`src/design/ddl_pkg.sv`:
```
// Package with constants for the dual converter serial load logic
`default_nettype none
package ddl_pkg;
  localparam int          WORD_W        = 16;
  localparam int          DATA_W        = 12;
  localparam int          DATA_LSB      = 0;
  localparam int          SEL_FIRST_POS = 13;
  localparam int          SEL_SECOND_POS= 14;
  localparam int          MODE_POS      = 15;
  localparam logic [11:0] CODE_ZERO     = 12'h000;
  localparam logic [11:0] CODE_MID      = 12'h800;
  localparam logic [11:0] CODE_FULL     = 12'hFFF;
  localparam int          SYNC_STAGES   = 2;
  // Register map
  localparam logic [11:0] ADDR_WORD     = 12'h000;
  localparam logic [11:0] ADDR_CONV_A   = 12'h004;
  localparam logic [11:0] ADDR_CONV_B   = 12'h008;
  localparam logic [11:0] ADDR_STATUS   = 12'h00C;
  localparam logic [11:0] ADDR_CTRL     = 12'h010;
  localparam int          CTRL_PRESET_LVL = 0;
  localparam logic [31:0] CTRL_RESET    = 32'h0000_0000;
endpackage : ddl_pkg
`default_nettype wire

```
`src/design/ddl_sync.sv`:
```
// Two flip-flop synchroniser for a group of pin inputs
`default_nettype none
module ddl_sync #(
  parameter int          WIDTH    = 1,
  parameter logic [31:0] INIT_VAL = 32'h0000_0000
) (
  // Clock and reset
  input  wire logic             clk_sys,
  input  wire logic             rstn,
  // Data
  input  wire logic [WIDTH-1:0] async_in,
  output logic      [WIDTH-1:0] sync_out
);
  logic [WIDTH-1:0] meta_reg;
  logic [WIDTH-1:0] meta_next;
  logic [WIDTH-1:0] sync_next;

  always_comb begin
    meta_next = async_in;
    sync_next = meta_reg;
  end

  always_ff @(posedge clk_sys or negedge rstn) begin
    if (!rstn) begin
      meta_reg <= INIT_VAL[WIDTH-1:0];
      sync_out <= INIT_VAL[WIDTH-1:0];
    end else begin
      meta_reg <= meta_next;
      sync_out <= sync_next;
    end
  end
endmodule : ddl_sync
`default_nettype wire

```
`src/design/ddl_top.sv`:
```
// Serial load logic of a dual 12-bit converter with APB register access
//
// The address map and the APB register port were left to the implementer.
`default_nettype none
module ddl_top #(
  parameter int WORD_W = ddl_pkg::WORD_W,
  parameter int DATA_W = ddl_pkg::DATA_W
) (
  // System clock and reset
  input  wire logic        clk_sys,
  input  wire logic        rstn,
  // Serial link pins
  input  wire logic        serial_clk,
  input  wire logic        serial_in,
  input  wire logic        chip_select_n,
  output logic             serial_out,
  // Load and preset pins
  input  wire logic        load_strobe_a_n,
  input  wire logic        load_strobe_b_n,
  input  wire logic        async_preset_n,
  input  wire logic        preset_level_select,
  // Converter codes
  output logic [DATA_W-1:0] conv_a_code,
  output logic [DATA_W-1:0] conv_b_code,
  // APB slave
  input  wire logic        psel,
  input  wire logic        penable,
  input  wire logic        pwrite,
  input  wire logic [11:0] paddr,
  input  wire logic [31:0] pwdata,
  output logic [31:0]      prdata,
  output logic             pready,
  output logic             pslverr
);
  // Pin synchronisers: clock, data, select, strobe A, strobe B, preset, level
  logic [6:0] pin_raw;
  logic [6:0] pin_s;
  assign pin_raw = {preset_level_select, async_preset_n, load_strobe_b_n,
                    load_strobe_a_n, chip_select_n, serial_in, serial_clk};

  ddl_sync #(
    .WIDTH    (7),
    .INIT_VAL (32'h0000_003C)
  ) u_sync (
    .clk_sys  (clk_sys),
    .rstn     (rstn),
    .async_in (pin_raw),
    .sync_out (pin_s)
  );

  logic s_clk;
  logic s_data;
  logic s_cs_n;
  logic s_lda_n;
  logic s_ldb_n;
  logic s_rs_n;
  logic s_lvl;
  assign s_clk   = pin_s[0];
  assign s_data  = pin_s[1];
  assign s_cs_n  = pin_s[2];
  assign s_lda_n = pin_s[3];
  assign s_ldb_n = pin_s[4];
  assign s_rs_n  = pin_s[5];
  assign s_lvl   = pin_s[6];

  // Edge history
  logic clk_d_reg;
  logic clk_d_next;
  logic lda_d_reg;
  logic lda_d_next;
  logic ldb_d_reg;
  logic ldb_d_next;

  // Shift register and converter registers
  logic [WORD_W-1:0] shift_reg;
  logic [WORD_W-1:0] shift_next;
  logic              sout_reg;
  logic              sout_next;
  logic [DATA_W-1:0] conv_a_reg;
  logic [DATA_W-1:0] conv_b_reg;
  logic [1:0]        ch_load;
  logic [7:0]        load_cnt_reg;
  logic [7:0]        load_cnt_next;

  // Control register
  logic [31:0] ctrl_reg;
  logic [31:0] ctrl_next;

  // APB outputs
  logic [31:0] prdata_reg;
  logic [31:0] prdata_next;
  logic        pready_reg;
  logic        pready_next;
  logic        pslverr_reg;
  logic        pslverr_next;

  logic clk_rise;
  logic fall_a;
  logic fall_b;
  logic mode_sw;
  logic sel_first;
  logic sel_second;
  logic load_a;
  logic load_b;
  logic preset_now;
  logic preset_mid;
  logic [DATA_W-1:0] preset_code;
  logic [DATA_W-1:0] word_data;

  // Strobe edges, word fields and load decode
  always_comb begin
    clk_rise   = s_clk && !clk_d_reg;
    fall_a     = lda_d_reg && !s_lda_n;
    fall_b     = ldb_d_reg && !s_ldb_n;
    mode_sw    = shift_reg[ddl_pkg::MODE_POS];
    sel_first  = shift_reg[ddl_pkg::SEL_FIRST_POS];
    sel_second = shift_reg[ddl_pkg::SEL_SECOND_POS];
    word_data  = shift_reg[ddl_pkg::DATA_LSB +: DATA_W];
    preset_now = !s_rs_n;
    preset_mid = s_lvl || ctrl_reg[ddl_pkg::CTRL_PRESET_LVL];
    preset_code = preset_mid ? ddl_pkg::CODE_MID : ddl_pkg::CODE_ZERO;
    if (mode_sw) begin
      load_a = (fall_a || fall_b) && sel_first;
      load_b = (fall_a || fall_b) && sel_second;
    end else begin
      load_a = fall_a;
      load_b = fall_b;
    end
  end

  // Edge history of link clock and strobes
  always_comb begin
    clk_d_next = s_clk;
    lda_d_next = s_lda_n;
    ldb_d_next = s_ldb_n;
  end

  always_ff @(posedge clk_sys or negedge rstn) begin
    if (!rstn) begin
      clk_d_reg <= 1'b0;
      lda_d_reg <= 1'b1;
      ldb_d_reg <= 1'b1;
    end else begin
      clk_d_reg <= clk_d_next;
      lda_d_reg <= lda_d_next;
      ldb_d_reg <= ldb_d_next;
    end
  end

  // Input shift register and serial output
  always_comb begin
    shift_next = shift_reg;
    sout_next  = sout_reg;
    if (clk_rise && !s_cs_n) begin
      shift_next = {shift_reg[WORD_W-2:0], s_data};
      sout_next  = shift_reg[WORD_W-1];
    end
  end

  always_ff @(posedge clk_sys or negedge rstn) begin
    if (!rstn) begin
      shift_reg <= '0;
      sout_reg  <= 1'b0;
    end else begin
      shift_reg <= shift_next;
      sout_reg  <= sout_next;
    end
  end

  // Converter code registers, one per channel; preset wins over loads
  assign ch_load = {load_b, load_a};

  for (genvar ch = 0; ch < 2; ch++) begin : g_chan
    logic [DATA_W-1:0] code_reg;
    logic [DATA_W-1:0] code_next;

    // Next code
    always_comb begin
      code_next = code_reg;
      if (preset_now) begin
        code_next = preset_code;
      end else if (ch_load[ch]) begin
        code_next = word_data;
      end
    end

    // Code register
    always_ff @(posedge clk_sys or negedge rstn) begin
      if (!rstn) begin
        code_reg <= ddl_pkg::CODE_ZERO;
      end else begin
        code_reg <= code_next;
      end
    end
  end

  assign conv_a_reg = g_chan[0].code_reg;
  assign conv_b_reg = g_chan[1].code_reg;

  // Count of load events, wraps
  always_comb begin
    load_cnt_next = load_cnt_reg;
    if (!preset_now && (load_a || load_b)) begin
      load_cnt_next = load_cnt_reg + 8'h01;
    end
  end

  always_ff @(posedge clk_sys or negedge rstn) begin
    if (!rstn) begin
      load_cnt_reg <= 8'h00;
    end else begin
      load_cnt_reg <= load_cnt_next;
    end
  end

  // APB slave, one wait state on every access
  logic access;
  assign access = psel && penable && !pready_reg;

  // Control register, written at the edge that completes the transfer
  logic commit;
  assign commit = psel && penable && pready_reg && pwrite;

  always_comb begin
    ctrl_next = ctrl_reg;
    if (commit && (paddr == ddl_pkg::ADDR_CTRL)) begin
      ctrl_next = {31'h0000_0000, pwdata[ddl_pkg::CTRL_PRESET_LVL]};
    end
  end

  always_ff @(posedge clk_sys or negedge rstn) begin
    if (!rstn) begin
      ctrl_reg <= ddl_pkg::CTRL_RESET;
    end else begin
      ctrl_reg <= ctrl_next;
    end
  end

  // Response: ready, read data and error
  always_comb begin
    prdata_next  = prdata_reg;
    pready_next  = 1'b0;
    pslverr_next = 1'b0;
    if (access) begin
      pready_next = 1'b1;
      prdata_next = 32'h0000_0000;
      unique case (paddr)
        ddl_pkg::ADDR_WORD: begin
          prdata_next = {16'h0000, shift_reg};
        end
        ddl_pkg::ADDR_CONV_A: begin
          prdata_next = {20'h0_0000, conv_a_reg};
        end
        ddl_pkg::ADDR_CONV_B: begin
          prdata_next = {20'h0_0000, conv_b_reg};
        end
        ddl_pkg::ADDR_STATUS: begin
          prdata_next = {16'h0000, load_cnt_reg, 4'h0, s_lvl, s_rs_n,
                         s_cs_n, mode_sw};
        end
        ddl_pkg::ADDR_CTRL: begin
          prdata_next = ctrl_reg;
        end
        default: begin
          pslverr_next = 1'b1;
        end
      endcase
    end
  end

  always_ff @(posedge clk_sys or negedge rstn) begin
    if (!rstn) begin
      prdata_reg  <= 32'h0000_0000;
      pready_reg  <= 1'b0;
      pslverr_reg <= 1'b0;
    end else begin
      prdata_reg  <= prdata_next;
      pready_reg  <= pready_next;
      pslverr_reg <= pslverr_next;
    end
  end

  assign serial_out  = sout_reg;
  assign conv_a_code = conv_a_reg;
  assign conv_b_code = conv_b_reg;
  assign prdata      = prdata_reg;
  assign pready      = pready_reg;
  assign pslverr     = pslverr_reg;
endmodule : ddl_top
`default_nettype wire

```
`config.mk`:
```
export PLATFORM = sky130hd
export DESIGN_NAME = ddl_top
export DESIGN_NICKNAME = d
export VERILOG_FILES = /design/src/design/ddl_pkg.sv /design/src/design/ddl_sync.sv /design/src/design/ddl_top.sv
export SDC_FILE = /design/constraint.sdc
export NUM_CORES = 1
export LEC_CHECK = 0
export BUFFER_PORTS_ARGS = -buffer_cell sky130_fd_sc_hd__buf_2
export CELL_PAD_IN_SITES_DETAIL_PLACEMENT = 0
export CELL_PAD_IN_SITES_GLOBAL_PLACEMENT = 2
export CORE_UTILIZATION = 35
export CTS_CLUSTER_DIAMETER = 80
export CTS_CLUSTER_SIZE = 25
export DETAILED_ROUTE_END_ITERATION = 12
export PLACE_DENSITY_LB_ADDON = 0.2
export SYNTH_ARGS = -nofsm -noshare
export SYNTH_HDL_FRONTEND = slang
export SYNTH_SLANG_ARGS = --single-unit
```
`constraint.sdc`:
```
create_clock -name clk_sys -period 3.1 [get_ports clk_sys]
set_clock_uncertainty 0.1 [all_clocks]
set_input_delay 0.155 -clock clk_sys [delete_from_list [all_inputs] [get_ports clk_sys]]
set_output_delay 0.155 -clock clk_sys [all_outputs]
set_load 0.05 [all_outputs]
```
# Yosys cells after proc, flatten, opt, wreduce, memory -nomap -nowiden
# Index checks and enable logic that the tools add are counted.
# classes
n_addsub	1
eq_ne	6
reduce_logical	22
muxes	11
# ops
cell	n
$pmux W16 S5	1
$mux W12	5
$eq A12 B4 Y1 const B	2
$eq A12 B3 Y1 const B	1
$eq A12 B5 Y1 const B	1
$logic_and A1 B1 Y1	12
$logic_not A12 Y1	1
$add A8 B1 Y8 const B	1
$logic_not A1 Y1	5
$mux W1	5
$reduce_or A5 Y1	1
$ne A2 B2 Y1 const B	2
$logic_or A1 B1 Y1	3
# totals
wordCells	54
output_inout_bits	59
inputBits	56
register_bits	101

# Longest topological paths before layout
# Gate-level depths: netlist of run 1.
# logic_depth
ltp_word	7
mapped_depth	6
mapped_depth_nobuf	4

# Modules after synthesis
# A second synthesis of run 1 with hierarchy kept.
# hier_totals
cells_unflattened	285
hier_area_um2	3706.1
# by_module_without_submodules
mod	area_per_inst_um2	cells_per_inst	instances
ddl_top	3345.7	271	1
ddl_sync	360.3	14	1

# Worst setup path after synthesis of run 1
# No wires, ideal clock.
# synth_path
path_type	register to register
from	register pready_reg, in the netlist pready
to	register prdata_reg[0], in the netlist prdata[0]
arrival_time_ns	1.550
setup_ns	0.096
synth_period_minus_slack_ns	1.746
stages_incl_launch_ff	6
slack_ns	1.354
cell_sequence	dfrtp_1 nand3b_1 clkbuf_1 buf_1 nand2_1 o31ai_1
# synth_between
elab_chain_len	2
# synth_rtl
element	line	text
from (decl)	ddl_top.sv:92	logic pready_reg;
from (signal assigned)	ddl_top.sv:278	pready_reg <= pready_next;
$logic_not A1 Y1	ddl_top.sv:218	assign access = psel && penable && !pready_reg;
$logic_and A1 B1 Y1	ddl_top.sv:218	
to (signal assigned)	ddl_top.sv:277	prdata_reg <= prdata_next;
to (decl)	ddl_top.sv:90	logic [31:0] prdata_reg;
# No other way between the ends.
# A chain may end at the register's enable or synchronous reset.

# Worst setup path after layout of run 1
# layout_path
from	register pready_reg, in the netlist pready
to	register prdata_reg[11], in the netlist prdata[11]
# The elaborated chain is that of the path after synthesis.

==> impl_results.md, run 1 <==
* Number of synthesized flops with an enable pin at 0
* Reg2Reg Depth at 3
* Unique masters post-synth at 41
* Crit-path max FO at 12
* GRT Residual Overflow at 0
* Clock Latency Late Sink at 0.35 ns
* Final WL at 7.99 mm
* Run status: finished, final reports clean
* Number of routed nets with antenna violations at 0
* Initial antenna violation count at 0
* Max Clock Freq at 536 MHz
* Worst hold path class: in2reg
* Final WS setup at 1.24 ns
* Core ar. at 0.00995 mm^2
* Port-buffer cells at 67
* WHS Endpoint: pslverr
* Die H at 104 um
* Worst vdd ir at 0.000240 V
* Total global-route track usage at 15.9%
* Placed insts at 475
* # diodes at 0
* CTS tree: done
* Clock sink total at 85
* Hold Fails Final Rpt at 0
* CTS max path bufs at 2
* Die area at 0.0108 mm^2
* Total CTS buffers at 9
* Design Power at 2.73 mW
* Routed WL per cell at 16.0 um
* Crit start category: flop
* Crit path from: pready
* Critical path arrival at 2.04 ns
* Mean post-synth cell area at 12.9 um^2
* FF+latch count, synth at 85
* R2R Path Start: pready
* Max-slew headroom at 60.7%
* Dpl hpwl at 5.42 mm
* Detailed-route vias per instance at 4.77
* CTS root buf: clkbuf_8
* Ports at 115
* Most frequent cells in the layout: dfrtp_1 (75), buf_2 (66), mux2i_1 (29)
* Max Cap Viol at 0
* Die width at 104 um
* Ratio of cells with drive above 1 in the final layout at 34.9%
* Post-Layout Cell Count at 500
* Final worst-path cycle share at 60.1%
* Worst Hold Launch: paddr[4]
* Worst reg-to-reg setup slack at 1.24 ns
* Mapped Area at 0.00365 mm^2
* Synth top area cells: dfrtp_1 (51%), mux2i_1 (8.0%), dfstp_2 (7.2%)
* Largest net degree at the start of global routing at 37
* Reg2reg end: prdata[11]
* Kind of critical path: reg2reg
* Tightest Pin Transition at 0.586 ns
* Sequential area share after synthesis at 58.7%
* Synth Flop Type: dfrtp_1
* Pre-CTS WS at 1.24 ns
* 1st-iter DRT viols at 60
* Post_cts resized at 0
* Initial Utilization at 36.6%
* Synthesis-to-finish area growth at 20.3%
* DRC viols at 0
* PwrDens at 622 mW/mm^2
* Post-route setup TNS at 0 ns
* Number of global-route vias before repair at 2294
* 1st-pass router iterations at 4
* Hold_buf cts at 9
* CP required at 3.28 ns
* Min cycle time layout at 1.86 ns
* Asr flop ratio synth at 100%
* Worst hold stages at 3
* Max-slew violations at 0
* Synth warn at 0
* CTS HTree Levels at 3
* Routability congestion estimate at 0.715
* Clk slew on worst S/H paths at 0.09 ns
* LEAKAGE at 2.11 nW
* WHS at 0.0671 ns
* Final Setup Violations at 0
* # rows at 36
* Synth area leader: dfrtp_1
* Cells after synthesis at 282
* Vias at 2383
* Unrepaired setup endpoints after global routing: false
* Most common cell after layout, fill and taps aside: dfrtp_1
* Yosys top cell area share at 51.5%
* Post-CTS Setup Bufs at 0
* Worst setup EP type: flop
* # nets final at 419
* First-pass GRT wire length at 13.0 mm
## logic make-up after synthesis
logic type / synth area share, %
flip-flops: 58.7
AND/OR/NAND/NOR: 9.13
multiplexers: 18.2
buffers and inverters: 5.49
AO/OA/AOI/OAI: 6.42
XOR/XNOR: 1.68
adder cells (fa/ha/maj): 0.343
other: 0.103
## worst max-delay path by stage
stage,endpoint,slack [ns]
6_report,prdata[11],1.24
5_1_grt,prdata[1],1.12
2_1_floorplan,prdata[0],1.35
3_5_place_dp,prdata[3],1.24
3_3_place_gp,prdata[11],1.25
4_1_cts,prdata[1],1.20
## power by group
part,internal (mW),switching [mW]
Sequential,1.24,0.145
Clock,0.476,0.383
Combinational,0.191,0.295
Total,1.90,0.824
## synth_stat cells (2+ instances only)
cell	n
nand4_1	5
dfstp_2	10
nand2_1	12
nor3_1	4
mux2i_1	29
buf_4	18
inv_1	3
mux2_1	3
o21ai_1	8
buf_2	7
nand3b_1	3
nor3b_1	2
dfrtp_1	75
nand3_1	3
clkbuf_1	3
and3_1	2
mux2_2	16
nand2b_1	2
a22oi_1	4
nor2b_1	2
nor2_1	28
mux4_2	7
a22o_1	7
a21oi_1	7
xnor2_1	6
## cell type report
class                           instances  area, um^2
Clock buffer                           12         145
Clock inverter                          4        72.6
Fill cell                             963        5570
Inverter                                4        15.0
Multi-Input combinational cell        179        1370
Sequential cell                        85        2140
Tap cell                              133         166
Timing Repair Buffer                   83         480
## layer usage
metal	part of all wire, %	vias to the layer above	global-route usage, %
li1	-	1120	-
met1	52	1182	24.6
met2	42	73	21.4
met3	4.2	8	3.07
met4	1.3	0	6.73
met5	0	-	0
## worst max-delay path, stage by stage, from the launching register on
cell	delay (ns)
dfrtp_1	0.40
nand3b_1	0.44
nor3_2	0.63
a22o_1	0.22
## per-stage QoR
stage	cell area [um^2]	util (%)
2_1_floorplan	3700	-
3_3_place_gp	4080	41.0
3_5_place_dp	4080	41.0
4_1_cts	4390	44.1
5_1_grt	4390	44.1
6_report	4390	44.1
No activity file was read; power rests on OpenSTA's default activity.
==> run 2: changes to the inputs <==
ABC_AREA = 1   (was default)
CORE_UTILIZATION = 27   (was 35)
clock period = 1.5 ns   (was 3.1 ns; I/O delays follow)
==> impl_results.md, run 2 <==
* Tightest Pin Transition at 0.650 ns
* Most frequent cells in the layout: nand2_1 (98), dfrtp_1 (74), nand3_1 (66)
* Max Clock Freq at 681 MHz
* Total CTS buffers at 9
* Synth warn at 0
* CP required at 1.63 ns
* GRT Residual Overflow at 0
* CTS tree: done
* PwrDens at 1290 mW/mm^2
* Cells after synthesis at 423
* Die area at 0.0146 mm^2
* Crit path from: lda_d_reg
* Mean post-synth cell area at 9.04 um^2
* Unrepaired setup endpoints after global routing: true
* Yosys top cell area share at 49.1%
* Port-buffer cells at 67
* Unique masters post-synth at 29
* Max-slew headroom at 56.6%
* Worst hold path class: in2reg
* CTS root buf: clkbuf_16
* Sequential area share after synthesis at 55.9%
* # nets final at 579
* Core ar. at 0.0138 mm^2
* Total global-route track usage at 15.4%
* Reg2reg end: load_cnt_reg[0]
* R2R Path Start: lda_d_reg
* Routability congestion estimate at 0.752
* Pre-CTS WS at -0.0199 ns
* Max Cap Viol at 0
* Final worst-path cycle share at 98.0%
* Worst reg-to-reg setup slack at 0.03 ns
* Worst setup EP type: flop
* Most common cell after layout, fill and taps aside: nand2_1
* Most common cell in the netlist: nand2_1
* Asr flop ratio synth at 100%
* 1st-pass router iterations at 4
* Synthesis-to-finish area growth at 30.6%
* Number of synthesized flops with an enable pin at 0
* DRC viols at 0
* Worst vdd ir at 0.000633 V
* Area of placed instances at 0.00445 mm^2
* FF+latch count, synth at 85
* Reg2Reg Depth at 7
* Crit start category: flop
* Final WL at 10.5 mm
* Number of global-route vias before repair at 3096
* Top cells by instance count after synthesis: nand2_1 (103), dfrtp_1 (75), nand3_1 (66)
* Clock Latency Late Sink at 0.35 ns
* Routed WL per cell at 14.9 um
* CTS HTree Levels at 3
* Min cycle time layout at 1.47 ns
* Finished Core Util at 36.1%
* Crit path capture: load_cnt_reg[0]
* Ports at 115
* Die width at 121 um
* Cell area after layout at 0.00499 mm^2
* Number of routed nets with antenna violations at 0
* CTS max path bufs at 2
* Ratio of cells with drive above 1 in the final layout at 29.6%
* Initial Utilization at 27.7%
* # rows at 43
* Final WS setup at 0.0306 ns
* # diodes at 0
* Synth area leader: dfrtp_1
* Mapped Area at 0.00382 mm^2
* Synth top area cells: dfrtp_1 (49%), nand2_1 (10%), nand3_1 (8.6%)
* Die H at 121 um
* Run status: finished, final reports clean
* Hold Fails Final Rpt at 0
* Clk slew on worst S/H paths at 0.07 ns
* Dpl hpwl at 7.41 mm
* Kind of critical path: reg2reg
* Critical path arrival at 1.60 ns
* Synth Flop Type: dfrtp_1
* 1st-iter DRT viols at 175
* Max-slew violations at 0
* LEAKAGE at 2.53 nW
* Clock sink total at 85
* Crit-path max FO at 5
* First-pass GRT wire length at 16.7 mm
* Detailed-route vias per instance at 4.48
* Vias at 3166
* Largest net degree at the start of global routing at 31
* Final Setup Violations at 0
* Initial antenna violation count at 0
## run 2: cell count changes after synthesis, sizes merged, moves of 6 or more
cell    previous run  this run
a22o               7         0
clkbuf             3         9
inv                3        27
mux2              19         9
mux2i             29         0
mux4               7         0
nand2             12       109
nand3              3        66
o21ai              9        36
## run 2: per-stage QoR
stage	hold slack, ns	cells	setup TNS [ns]	total power [mW]
after floorplan	-0.321	438	0	3.71
after global placement	-0.0443	676	-0.0147	4.10
after detailed placement	-0.0416	676	-0.0451	4.12
after CTS	0.0117	704	0	6.51
after global routing	0.0529	707	-0.218	6.80
final	0.0476	707	0	6.46
## run 2: worst min path at each step
stage / start / cells after the start / to
floorplan: rstn / 0 / clk_d_reg
global placement: rstn / 1 / shift_reg[14]
detailed placement: rstn / 1 / shift_reg[14]
CTS: paddr[2] / 4 / ctrl_reg[0]
global route: paddr[6] / 6 / ctrl_reg[0]
finish: paddr[6] / 6 / ctrl_reg[0]
## run 2: what timing repair did
item | CTS | global route
pin swaps | 0 | 11
cloned | 0 | 2
hold endpoints to repair | 92 | 0
setup buffers | 0 | 2
endpoints found under the setup margin | 3 | 35
gates resized for setup | 2 | 23
hold buffers | 12 | 0
## run 2: cell type report
type | count | area [um^2]
Sequential cell | 85 | 2140
Inverter | 27 | 106
Timing Repair Buffer | 105 | 723
Clock buffer | 9 | 225
Clock inverter | 7 | 83.8
Fill cell | 1451 | 8830
Multi-Input combinational cell | 293 | 1480
Timing Repair inverter | 1 | 6.26
Tap cell | 180 | 225
## run 2: cell families (layout without fill, tap and decap cells)
group	Yosys count	after routing	share of synthesized area [%]
AOI/OAI and AO/OA	50	50	7.00
xor gates and xnor gates	3	3	0.687
adders and majority gates	1	1	0.327
buffers and inverters	60	149	8.01
DFF	85	85	55.9
muxes	9	9	2.65
other	1	16	0.0980
and+or+nand+nor	214	214	25.3
## run 2: per-layer routing
| layer | GRT usage (%) | part of all wire, % |
|---|---|---|
| met2 | 25.0 | 48 |
| met3 | 4.75 | 4.7 |
| met1 | 19.9 | 47 |
| met5 | 0 | 0 |
| met4 | 3.86 | 0.88 |
## run 2: worst max-delay path, cell delays in order (launching register included)
cell and delay, ns:
dfstp_2 0.52, nand2_2 0.06, o21ai_2 0.14, nand2_2 0.10
nand2_2 0.09, nand2_4 0.09, buf_6 0.14, xnor2_2 0.11
## run 2: power by group
part	internal (mW)	switching, mW
sequential	2.60	0.293
combinational	0.397	0.861
clock	1.32	0.996
total	4.31	2.15
